File: config.mk
export PLATFORM = sky130hd
export DESIGN_NAME = external_bus_hold_grant
export DESIGN_NICKNAME = d
export VERILOG_FILES = /design/src/hold_grant_pkg.sv /design/src/external_bus_hold_grant.sv
export SDC_FILE = /design/constraint.sdc
export NUM_CORES = 1
export LEC_CHECK = 0
export ABC_AREA = 1
export BUFFER_PORTS_ARGS = -buffer_cell sky130_fd_sc_hd__buf_2
export CORE_MARGIN = 1.5
export CORE_UTILIZATION = 25
export DETAILED_ROUTE_END_ITERATION = 12
export HOLD_SLACK_MARGIN = 0.03
export PLACE_DENSITY = 0.62
export REMOVE_ABC_BUFFERS = 1
export SYNTH_ARGS = -nofsm -noshare
export SYNTH_HDL_FRONTEND = slang
export SYNTH_SLANG_ARGS = --single-unit
File: constraint.sdc
create_clock -name SYS_CLK -period 2.7 [get_ports SYS_CLK]
set_input_delay 0.54 -clock SYS_CLK [delete_from_list [all_inputs] [get_ports SYS_CLK]]
set_output_delay 0.54 -clock SYS_CLK [all_outputs]
set_load 0.05 [all_outputs]
File: src/hold_grant_pkg.sv
// package for the external bus hold/grant block
// assumes a single 100 MHz cpu clock domain
package hold_grant_pkg;

  // ----------------------------------------------------------------------
  // timing
  // ----------------------------------------------------------------------
  localparam int CLK_PERIOD_NS     = 10;
  localparam int FLOAT_MIN_P       = 3;   // periods, request to float
  localparam int RESUME_MIN_P      = 3;   // periods, release to drive
  localparam int RESUME_MAX_P      = 7;
  localparam int GRANT_LAG_MAX_P   = 2;
  localparam int FLOAT_MIN_CYC     = FLOAT_MIN_P;
  localparam int RESUME_MIN_CYC    = RESUME_MIN_P;
  localparam int SYNC_STAGES       = 2;
  localparam logic [2:0] FLOAT_WAIT_RST = 3'h0;

  // ----------------------------------------------------------------------
  // memory port signal group
  // ----------------------------------------------------------------------
  typedef struct packed {
    logic [3:0]  space_select_n;
    logic [3:0]  byte_lane_strobe;
    logic [31:0] ext_data;
    logic [19:0] ext_word_address;
    logic        async_read_strobe;
    logic        async_output_enable;
    logic        async_write_strobe;
    logic        column_or_burst_addr_strobe;
    logic        row_or_sync_output_strobe;
    logic        sync_write_strobe;
    logic        precharge_address_bit;
  } mem_port_t;

  localparam int MEM_PORT_W = $bits(mem_port_t);

  typedef enum logic [2:0] {
    ST_OWN, ST_DRAIN, ST_FLOAT_WAIT, ST_HELD, ST_RESUME_WAIT
  } hold_state_t;

endpackage : hold_grant_pkg

File: src/external_bus_hold_grant.sv
// bus hold/grant arbiter between the memory controller and an outside master
// assumes the controller reports a busy level covering any pending transaction
// Summary of operation
// - float port at least three clocks after request
// - grant low within two clocks of float
// - redrive port three to seven clocks after release
// - grant high within two clocks of redrive
// - pending transactions finish before the grant
// - long accesses and bursts stretch the wait
// - idle bus grants with minimum delay
// - hold_disable withholds the grant indefinitely
// - floated set is the whole memory port
// - shared strobes act as sdram commands
`timescale 1ns/100ps
module external_bus_hold_grant
  import hold_grant_pkg::*;
(
  input  wire logic                  SYS_CLK,
  input  wire logic                  RSTN,
  input  wire logic                  EXT_BUS_REQUEST_N,
  input  wire logic                  HOLD_DISABLE,
  input  wire logic                  MEM_BUSY,
  input  wire mem_port_t             MEM_PORT_IN,
  output logic      [MEM_PORT_W-1:0] MEM_PORT_OUT,
  output logic      [MEM_PORT_W-1:0] MEM_PORT_OE,
  output logic                       EXTERNAL_BUS_GRANT_N,
  output logic                       MEM_HOLD_STALL
);

  // ----------------------------------------------------------------------
  // request synchroniser
  // ----------------------------------------------------------------------
  logic sync1_q, sync2_q;
  logic sync1_d, sync2_d;

  always_comb begin
    sync1_d = EXT_BUS_REQUEST_N;
    sync2_d = sync1_q;
  end

  always_ff @(posedge SYS_CLK) begin
    if (!RSTN) begin
      sync1_q <= 1'b1;
      sync2_q <= 1'b1;
    end else begin
      sync1_q <= sync1_d;
      sync2_q <= sync2_d;
    end
  end

  wire req_active = ~sync2_q;

  // ----------------------------------------------------------------------
  // hold sequencer
  // ----------------------------------------------------------------------
  // the two synchroniser stages plus two state cycles (drain, float) put the float four clocks after request, above the 3-clock floor
  hold_state_t state_q, state_d;
  logic [2:0]  wait_q, wait_d;
  logic        float_q, float_d;
  // grant lives in its own active-low flop so the pin has no gate behind it
  logic        grant_n_q, grant_n_d;
  logic        stall_q, stall_d;

  always_comb begin
    state_d = state_q;
    wait_d  = wait_q;
    float_d = float_q;
    grant_n_d = grant_n_q;
    stall_d = stall_q;
    case (state_q)
      ST_OWN: begin
        stall_d = 1'b0;
        if (req_active && !HOLD_DISABLE) begin
          state_d = ST_DRAIN;
          stall_d = 1'b1;
        end
      end
      ST_DRAIN: begin
        // busy covers async_ready stretches and sdram bursts alike
        if (!req_active || HOLD_DISABLE) begin
          state_d = ST_OWN;
          stall_d = 1'b0;
        end else if (!MEM_BUSY) begin
          state_d = ST_FLOAT_WAIT;
          float_d = 1'b1;
        end
      end
      ST_FLOAT_WAIT: begin
        grant_n_d = 1'b0;
        state_d = ST_HELD;
      end
      ST_HELD: begin
        if (!req_active) begin
          state_d = ST_RESUME_WAIT;
          wait_d  = FLOAT_WAIT_RST;
        end
      end
      ST_RESUME_WAIT: begin
        // count starts behind the synchroniser, so redrive lands five clocks after release
        wait_d = wait_q + 3'h1;
        if (wait_q == 3'(RESUME_MIN_CYC - SYNC_STAGES)) begin
          float_d = 1'b0;
          grant_n_d = 1'b1;
          stall_d = 1'b0;
          state_d = ST_OWN;
        end
      end
      default: state_d = ST_OWN;
    endcase
  end

  always_ff @(posedge SYS_CLK) begin
    if (!RSTN) begin
      state_q <= ST_OWN;
      wait_q  <= FLOAT_WAIT_RST;
      float_q <= 1'b0;
      grant_n_q <= 1'b1;
      stall_q <= 1'b0;
    end else begin
      state_q <= state_d;
      wait_q  <= wait_d;
      float_q <= float_d;
      grant_n_q <= grant_n_d;
      stall_q <= stall_d;
    end
  end

  // ----------------------------------------------------------------------
  // pin drivers
  // ----------------------------------------------------------------------
  // shared strobes pass straight through, so sdram commands keep their meaning
  logic [MEM_PORT_W-1:0] port_q, port_d, oe_q, oe_d;

  always_comb begin
    port_d = MEM_PORT_IN;
    oe_d   = float_d ? '0 : '1;
  end

  always_ff @(posedge SYS_CLK) begin
    if (!RSTN) begin
      port_q <= '0;
      oe_q   <= '0;
    end else begin
      port_q <= port_d;
      oe_q   <= oe_d;
    end
  end

  assign MEM_PORT_OUT         = port_q;
  assign MEM_PORT_OE          = oe_q;
  assign EXTERNAL_BUS_GRANT_N = grant_n_q;
  assign MEM_HOLD_STALL       = stall_q;
endmodule : external_bus_hold_grant

---- After elaboration in Yosys (flattened, before gate mapping) ----
Cells that the tools add are included.
Widths: inputs -> output; s select.
storage, ports and cells
  flip-flop bits (word level) ............. 145
  output and inout bits ................... 136
  logic and storage cells ................. 51
cells by class
  add/sub/neg operators ................... 1
  eq/ne operators ......................... 10
  mux-type cells .......................... 19
  bitwise operators ....................... 1
  reductions and logical operators ........ 11
operators by type and width
  kind                 count
  $mux 67              1
  $mux 3               6
  $pmux 3 s5           1
  $ne 2x2->1 const B   4
  $mux 1               7
  $eq 3x1->1 const B   2
  $eq 3x2->1 const B   2
  $pmux 3 s2           1
  $pmux 1 s2           2
  $reduce_and 2->1     2
  $reduce_and 4->1     1
  $reduce_bool 2->1    2
  $add 3x1->3 const B  1
  $eq 3x3->1 const B   1
  $logic_not 3->1      1
  $ne 3x3->1 const B   1
  $pmux 1 s3           1
  $reduce_and 3->1     1
  $reduce_bool 3->1    1
  $logic_and 1x1->1    1
  $logic_not 1->1      1
  $logic_or 1x1->1     1
  $not 1->1            1

---- Depth between registers and ports, before layout ----
Gate-level depths: netlist (run 1).
  depth after elaboration ................. 4
  depth in mapped cells ................... 9

---- Least setup slack after synthesis (run 1) ----
Ideal clock, no wire load.
  path kind ............................... flip-flop to output port
  start ................................... register, netlist name MEM_PORT_OE[65]
  end ..................................... output MEM_PORT_OE[10]
  arrival ................................. 2.075 ns
  slack ................................... 0.085 ns
  stages on the path, launching flop included .. 2
  path through ............................ dfxtp_1 > buf_4
RTL lines
  what       line                           source
  to (decl)  external_bus_hold_grant.sv:25  output logic [MEM_PORT_W-1:0] MEM_PORT_OE,

==> results.yml, run 1 <==
sta:
  relSlewSlack: 0.675
  finalCritPeriodShare: 0.712
  maxSlewViolCount: 0
  timing.final.ws_setup_ns: 0.778
  rsz0062_at_grt: "no"
  setup_viol: 0
  skew_ns: 0.00143
  period_needed_ns: 1.92
  worstMarginPinSlew_ns: 0.487
  hold_violations: 0
  fmax_mhz: 520
drt:
  avgRoutedWirePerCell_um: 9.54
  drt-pass1-iter-count: 4
  vias: 2316
  drc: 0
  finalWirelength_um: 6140
  final_antenna_net_count: 0
  drt_iter0_drc: 56
  vias_per_cell: 3.60
worst_hold_path:
  min_path_type: "primary input to flip-flop"
  min_path_cells: 3
logic_synthesis:
  avgSynthCellArea_um2: 8.35
  synth_cell_type_count: 21
  ys_ff_latch: 79
  synth_warnings: 0
  synth-edff-count: 0
  yosysSeqAreaShare: 0.541
  synthFlopType: "dfxtp_1"
  syn_area_um2: 2920
  synth_cells: 350
  ys_async_sr_fraction: 0
die:
  core_area_um2: 11400
  start_util: 0.256
  pin_count: 208
  dieArea_um2: 12400
  die_y_um: 111
  rows: 39
  fp.dieW_um: 111
cts:
  post-cts-setup-buffers: 0
  clock_latency_ns: 0.33
  numCtsBuffers: 9
  cts_resized: 0
  htree_levels: 3
  clock-sinks: 79
  clockRootBuffer: "clkbuf_16"
  postCtsHoldBufs: 0
  clkSlewWorstSetupHoldPaths_ns: 0.06
  max-clock-path-buffers: 2
  tritoncts: "built"
power:
  p_per_area_nw_per_um2: 772
  p_leak_uw: 0.00250
  power.share.clock: 0.386
  p_int_uw: 2060
  p_seq_frac: 0.409
  vdd_drop_max_uv: 354
  power_uw: 3020
  switching_share: 0.318
  power_frac_comb: 0.205
  power_switching_uw: 962
grt:
  grt_use_total: 0.101
  grt-ovfl-total: 0
  grt_pass1_wl_um: 9710
  grt_antenna_before_repair: 0
  grt_pass1_vias: 2192
  grt_max_degree: 68
worst_setup_path:
  critPathTopFamily: "buffers and inverters"
  crit_type: "flip-flop to output pin"
  ff2ff_path_depth: 9
  cpPeakStageDelay_ns: 0.37
  slowest_stage: "buf_4"
  startpoint_type: "flip-flop"
  worst_setup_path_end_kind: "output pin"
  required_ns: 2.16
  worstSetupPathDepth: 2
  crit_chain: "buf_4 -> buf_2"
  critPathMaxFanout: 67
  arrival_ns: 1.38
  path_buf_inv: 2
final_layout:
  postLayoutCellArea_um2: 3920
  diodes: 0
  post_layout_nonfiller_instances: 644
  fin_util: 0.343
  final_common_cell: "buf_2"
  fillers: 1253
  final_cell_mix: "207 x buf_2, 80 x nand2_1, 79 x dfxtp_1, 76 x inv_1, 10 x nor2_1"
  num-nets-final: 570
  layout-drive-gt1-share: 0.465
  area_growth_syn_to_layout_pct: 33.9
placement:
  post-place-cells: 628
  dp_hpwl_um: 4720
  placed_area_um2: 3630
  gp_congestion: 0.754
  preCtsSetupSlack_ns: 1.03
  port_buffers: 207
run_status:
  status: "completed"
flow_run:
  maxCapViolations: 0
==> routing by layer <==
metal  GRT usage  up-vias  part of all wire
li1            -     1224                 -
met3      0.0596        9             0.095
met1       0.103     1006              0.39
met5           0        -                 0
met2       0.160       77              0.50
met4      0.0608        0             0.016
==> power groups by stage <==
stage                     clock network (uW)  logic, uW  registers [uW]
final                                   1170        621            1240
after global routing                    1260        653            1240
after CTS                               1220        628            1240
after detailed placement                   0        627            1260
after global placement                     0        623            1260
after floorplan                            0       43.3            1660
==> worst reg2reg max path: cells and delay by family (launching register included) <==
kind | cells | cell delay, ns
and+or+nand+nor | 5 | 0.46
DFF | 1 | 0.33
AOI/OAI and AO/OA | 1 | 0.06
buffers and inverters | 2 | 0.11
adders and majority gates | 1 | 0.17
==> final cells by class <==
type	instances	area [um2]	share of cell area
Multi-Input combinational cell	118	518	0.132
Tap cell	143	179	0.0457
Timing Repair Buffer	209	1050	0.268
Clock inverter	6	61.3	0.0157
Clock buffer	10	229	0.0585
Inverter	79	297	0.0757
Sequential cell	79	1580	0.404
==> path summary, 6_finish.rpt <==
kind | startpoint | end | slack (ns)
worst max-delay path | MEM_PORT_OE[65] | MEM_PORT_OE[7] | 0.78
worst min-delay path | MEM_PORT_IN[5] | MEM_PORT_OUT[5] | 0.39
worst max register to register | wait_q[1] | flip-flop | 1.51
worst min register to register | sync1_q | sync2_q | 0.44
==> Yosys cell counts (2+ instances only) <==
cell / number / share of area
ha_1: 2 / 0.0086
inv_2: 3 / 0.0039
or2_2: 2 / 0.0043
buf_2: 2 / 0.0034
nand3_1: 6 / 0.010
nor2_1: 10 / 0.013
buf_4: 66 / 0.17
inv_1: 76 / 0.098
nand4_1: 3 / 0.0064
clkbuf_1: 6 / 0.0077
dfxtp_1: 79 / 0.54
a21oi_1: 7 / 0.012
nand2_1: 80 / 0.10
==> logic make-up after synthesis <==
| family | synth area share |
|---|---|
| xor gates and xnor gates | 0.00300 |
| buffers and inverters | 0.282 |
| DFF | 0.541 |
| adders and majority gates | 0.00856 |
| AOI/OAI and AO/OA | 0.0210 |
| and+or+nand+nor | 0.145 |
==> metrics by stage <==
| stage | hold WS (ns) | TNS, ns |
|---|---|---|
| final | 0.386 | 0 |
| after global routing | 0.369 | 0 |
| after CTS | 0.364 | 0 |
| after global placement | 0.403 | 0 |
| after floorplan | 0.393 | -1318.93 |
| after detailed placement | 0.433 | 0 |
==> flip-flops by register name (all words and copies together) (netlist names), named ones only <==
register              cells
EXTERNAL_BUS_GRANT_N      1
MEM_HOLD_STALL            1
MEM_PORT_OE               1
MEM_PORT_OUT             67
state_q                   3
sync1_q                   1
sync2_q                   1
wait_q                    3
Note: power is estimated with default switching activity, not from simulation.
==> run 2: changes to the inputs <==
--- a/config.mk
+++ b/config.mk
@@ -11,7 +11,7 @@
 export CORE_UTILIZATION = 25
 export DETAILED_ROUTE_END_ITERATION = 12
 export HOLD_SLACK_MARGIN = 0.03
-export PLACE_DENSITY = 0.62
+export PLACE_DENSITY = 0.64
 export REMOVE_ABC_BUFFERS = 1
 export SYNTH_ARGS = -nofsm -noshare
 export SYNTH_HDL_FRONTEND = slang
==> constraint.sdc (replaced) <==
create_clock -name SYS_CLK -period 1.6 [get_ports SYS_CLK]
set_input_delay 0.32 -clock SYS_CLK [delete_from_list [all_inputs] [get_ports SYS_CLK]]
set_output_delay 0.32 -clock SYS_CLK [all_outputs]
set_load 0.05 [all_outputs]
==> run 2 against run 1 <==
Net effect:
- via count up 0.82%
- routed wire length up 2.9%
- register-to-register slack got worse by 1.1 ns
- cell area up 2.3%
- setup slack got worse by 0.70 ns
- flip-flop and latch count unchanged
- final cell count rose by 0.16%
- clock power rose by 99%
- first-iteration DRC count rose by 39%
- core utilization grew 0.78 points
- largest power group is now clock
==> results.yml, run 2 (synthesis results as in run 1) <==
run_status:
  status: "completed"
die:
  start_util: 0.256
  pin_count: 208
  dieArea_um2: 12400
  fp.dieW_um: 111
  core_area_um2: 11400
  rows: 39
  die_y_um: 111
power:
  p_seq_frac: 0.381
  switching_share: 0.304
  p_per_area_nw_per_um2: 1370
  power.share.clock: 0.426
  p_int_uw: 3820
  power_switching_uw: 1660
  p_leak_uw: 0.00254
  power_frac_comb: 0.193
  vdd_drop_max_uv: 607
worst_setup_path:
  required_ns: 1.28
  ff2ff_path_depth: 7
  crit_end: "MEM_PORT_OE[62]"
  arrival_ns: 1.20
  critPathMaxFanout: 67
  worstSetupPathDepth: 2
  critPathTopFamily: "buffers and inverters"
  timing.rr.start: "state_q[0]"
  r2r_end: "wait_q[1]"
  r2r_slack_ns: 0.40
  crit_type: "flip-flop to output pin"
  startpoint_type: "flip-flop"
  cpPeakStageDelay_ns: 0.35
  path_buf_inv: 2
  worst_setup_path_end_kind: "output pin"
  slowest_stage: "dfxtp_1"
  crit_chain: "buf_12 -> buf_2"
  startpoint: "MEM_PORT_OE[65]"
sta:
  finalCritPeriodShare: 0.951
  maxSlewViolCount: 0
  period_needed_ns: 1.52
  skew_ns: 0.00240
  rsz0062_at_grt: "no"
  worstMarginPinSlew_ns: 0.285
  setup_viol: 0
  fmax_mhz: 657
  relSlewSlack: 0.810
  hold_violations: 0
drt:
  drt-pass1-iter-count: 4
  drc: 0
  avgRoutedWirePerCell_um: 9.80
  vias: 2335
  final_antenna_net_count: 0
  drt_iter0_drc: 78
  finalWirelength_um: 6320
  vias_per_cell: 3.62
final_layout:
  regArea_um2: 1580
  final_common_cell: "buf_2"
  fillers: 1249
  area_growth_syn_to_layout_pct: 37.0
  largest_reg_flops: 67
  diodes: 0
  post_layout_nonfiller_instances: 645
  num-nets-final: 571
  final_cell_mix: "207 x buf_2, 80 x nand2_1, 79 x dfxtp_1, 76 x inv_1, 10 x nor2_1"
  fin_util: 0.351
  layout-drive-gt1-share: 0.468
  multi_input_area_um2: 518
flow_run:
  maxCapViolations: 0
cts:
  clockRootBuffer: "clkbuf_16"
  tritoncts: "built"
  htree_levels: 3
  clock_latency_ns: 0.33
  clock-sinks: 79
  max-clock-path-buffers: 2
  postCtsHoldBufs: 0
  cts_resized: 0
  numCtsBuffers: 9
  post-cts-setup-buffers: 0
  clkSlewWorstSetupHoldPaths_ns: 0.06
placement:
  post-place-cells: 629
  dp_hpwl_um: 4910
  port_buffers: 207
  gp_congestion: 0.736
grt:
  grt_pass1_vias: 2236
  grt-ovfl-total: 0
  grt_antenna_before_repair: 2
  grt_max_degree: 68
  grt_pass1_wl_um: 9870
  grt_use_total: 0.102
worst_hold_path:
  min_path_type: "primary input to flip-flop"
  hold_path_startpoint: "MEM_PORT_IN[55]"
==> run 2: metrics by stage <==
step	power, uW	TNS (ns)	hold slack (ns)	worst slack [ns]	instance area (um2)
floorplan	2760	-1377.89	0.393	-20.57	2400
global placement	3190	0	0.400	0.440	3660
detailed placement	3200	0	0.407	0.415	3660
CTS	5590	0	0.143	0.0498	4010
global route	5710	0	0.152	0.00891	4010
finish	5480	0	0.164	0.0786	4010
==> run 2: how the worst min path moves through the flow <==
stage / to / slack, ns / depth (start not counted)
6_report: MEM_PORT_OUT[55] / 0.16 / 3
5_1_grt: MEM_PORT_OUT[47] / 0.15 / 3
4_1_cts: MEM_PORT_OUT[55] / 0.14 / 3
3_5_place_dp: sync2_q / 0.41 / 1
3_3_place_gp: sync2_q / 0.40 / 1
2_1_floorplan: sync2_q / 0.39 / 1
==> run 2: area by class of cell <==
cell class,count,area share
Sequential cell,79,0.395
Timing Repair Buffer,210,0.271
Multi-Input combinational cell,118,0.129
Inverter,79,0.0740
Clock buffer,9,0.0562
Tap cell,143,0.0447
Clock inverter,7,0.0303
==> run 2: power groups by stage <==
| stage | clock network, uW | logic [uW] | registers, uW |
|---|---|---|---|
| 2_1_floorplan | 0 | 73.1 | 2690 |
| 3_3_place_gp | 0 | 1060 | 2130 |
| 3_5_place_dp | 0 | 1070 | 2130 |
| 4_1_cts | 2430 | 1070 | 2090 |
| 5_1_grt | 2510 | 1110 | 2090 |
| 6_report | 2330 | 1060 | 2090 |
==> run 2: worst min-delay path, stage by stage <==
cell and delay [ns]:
buf_2 0.07, nand2_1 0.04, inv_1 0.04
==> run 2: routing by layer <==
layer  global-route usage  vias to the layer above  wire [um]
met4               0.0473                        4        110
met2                0.170                       71       3120
li1                     -                     1227          -
met3               0.0629                       14        584
met5                    0                        -         30
met1                0.102                     1019       2480
==> run 3: changes to the inputs <==
==> constraint.sdc (replaced) <==
create_clock -name SYS_CLK -period 1.6 [get_ports SYS_CLK]
set_input_delay 0.08 -clock SYS_CLK [delete_from_list [all_inputs] [get_ports SYS_CLK]]
set_output_delay 0.08 -clock SYS_CLK [all_outputs]
set_load 0.05 [all_outputs]
==> run 3 against run 2 <==
Net effect:
- die area is the same
- routed wire length grew 17%
- non-clock buffer count grew 70
- maximum frequency grew 4.4%
- via count grew 12%
- count of clock-buffer cells in the layout is the same
- critical path type unchanged
- critical endpoint is now MEM_PORT_OE[42]
- largest cell class is now buffers
- largest power group unchanged
- highest routed layer is now met4
==> results.yml, run 3 (synthesis results as in run 1) <==
worst_setup_path:
  required_ns: 1.52
  critPathMaxFanout: 67
  cpPeakStageDelay_ns: 0.37
  crit_chain: "buf_4 -> buf_2"
  critPathTopFamily: "buffers and inverters"
  path_buf_inv: 2
  crit_type: "flip-flop to output pin"
  slowest_stage: "buf_4"
  worst_setup_path_end_kind: "output pin"
  startpoint_type: "flip-flop"
  arrival_ns: 1.38
cts:
  htree_levels: 3
  numCtsBuffers: 9
  clkSlewWorstSetupHoldPaths_ns: 0.06
  clockRootBuffer: "clkbuf_16"
  post-cts-setup-buffers: 0
  max-clock-path-buffers: 2
  cts_resized: 0
  clock-sinks: 79
  tritoncts: "built"
  clock_latency_ns: 0.33
final_layout:
  final_common_cell: "buf_2"
  postLayoutCellArea_um2: 4650
  post_layout_nonfiller_instances: 715
  largest_reg_flops: 67
  fillers: 1181
  final_cell_mix: "207 x buf_2, 80 x nand2_1, 79 x dfxtp_1, 76 x inv_1, 69 x dlygate4sd3_1"
  num-nets-final: 641
  area_growth_syn_to_layout_pct: 59.2
  diodes: 0
  layout-drive-gt1-share: 0.413
die:
  pin_count: 208
  fp.dieW_um: 111
  die_y_um: 111
  dieArea_um2: 12400
  rows: 39
  core_area_um2: 11400
  start_util: 0.256
sta:
  worstMarginPinSlew_ns: 0.429
  period_needed_ns: 1.46
  relSlewSlack: 0.714
  hold_violations: 0
  rsz0062_at_grt: "no"
  maxSlewViolCount: 0
  skew_ns: 0.00253
  finalSetupTns_ns: 0
  timing.final.ws_setup_ns: 0.143
  finalCritPeriodShare: 0.911
  fmax_mhz: 686
  setup_viol: 0
power:
  power_uw: 5440
  vdd_drop_max_uv: 568
  p_per_area_nw_per_um2: 1170
  p_leak_uw: 0.00280
placement:
  post-place-cells: 630
  dp_hpwl_um: 4920
  placed_area_um2: 3640
  gp_congestion: 0.757
  preCtsSetupSlack_ns: 0.411
  port_buffers: 207
drt:
  vias: 2617
  drt-pass1-iter-count: 4
  drc: 0
  avgRoutedWirePerCell_um: 10.4
  drt_iter0_drc: 111
  finalWirelength_um: 7420
  final_antenna_net_count: 0
  vias_per_cell: 3.66
grt:
  grt_pass1_wl_um: 11800
  grt-ovfl-total: 0
  grt_use_total: 0.120
  grt_pass1_vias: 2636
  grt_antenna_before_repair: 0
  grt_max_degree: 68
flow_run:
  maxCapViolations: 0
worst_hold_path:
  min_path_type: "primary input to flip-flop"
run_status:
  status: "completed"
## run 3: report_power, final
part / internal, uW / switching (uW) / leakage [uW] / total, uW
clock: 1370 / 792 / 0.000152 / 2160
sequential: 2060 / 25.3 / 0.000656 / 2090
combinational: 330 / 865 / 0.00200 / 1200
total: 3760 / 1680 / 0.00280 / 5440
## run 3: final timing paths
| check | start | endpoint | depth (start not counted) | slack [ns] |
|---|---|---|---|---|
| max | MEM_PORT_OE[65] | MEM_PORT_OE[42] | 2 | 0.14 |
| min | RSTN | wait_q[0] | 3 | 0.08 |
| max reg2reg | state_q[1] | state_q[1] | 5 | 0.38 |
| min reg2reg | sync1_q | sync2_q | 1 | 0.41 |
## run 3: layer usage
| metal | GRT usage | share of wire | up-vias |
|---|---|---|---|
| li1 | - | - | 1362 |
| met1 | 0.123 | 0.40 | 1159 |
| met2 | 0.212 | 0.51 | 81 |
| met3 | 0.0514 | 0.063 | 15 |
| met4 | 0.0523 | 0.020 | 0 |
| met5 | 0 | 0 | - |
## run 3: layout make-up
class	count	area [um2]	area share
flip-flops and latches	79	1580	0.340
multi-input cells	118	518	0.111
clock inverters	7	97.6	0.0210
clock buffers	9	225	0.0484
well taps	143	179	0.0384
repair buffers	280	1760	0.377
inverters	79	297	0.0637
## run 3: worst min-delay path: stages
cell	delay, ns
buf_2	0.15
o21ai_0	0.09
a21oi_1	0.04
## run 3: metrics by stage
step / hold WS (ns) / util
after global placement: 0.259 / 0.319
after detailed placement: 0.263 / 0.319
after floorplan: 0.173 / -
final: 0.0776 / 0.408
after CTS: 0.0660 / 0.408
after global routing: 0.0830 / 0.408
## run 3: what timing repair did
action / CTS / global route
endpoints found under the hold margin: 70 / 0
hold buffers: 69 / 0
endpoints found under the setup margin: 0 / 0
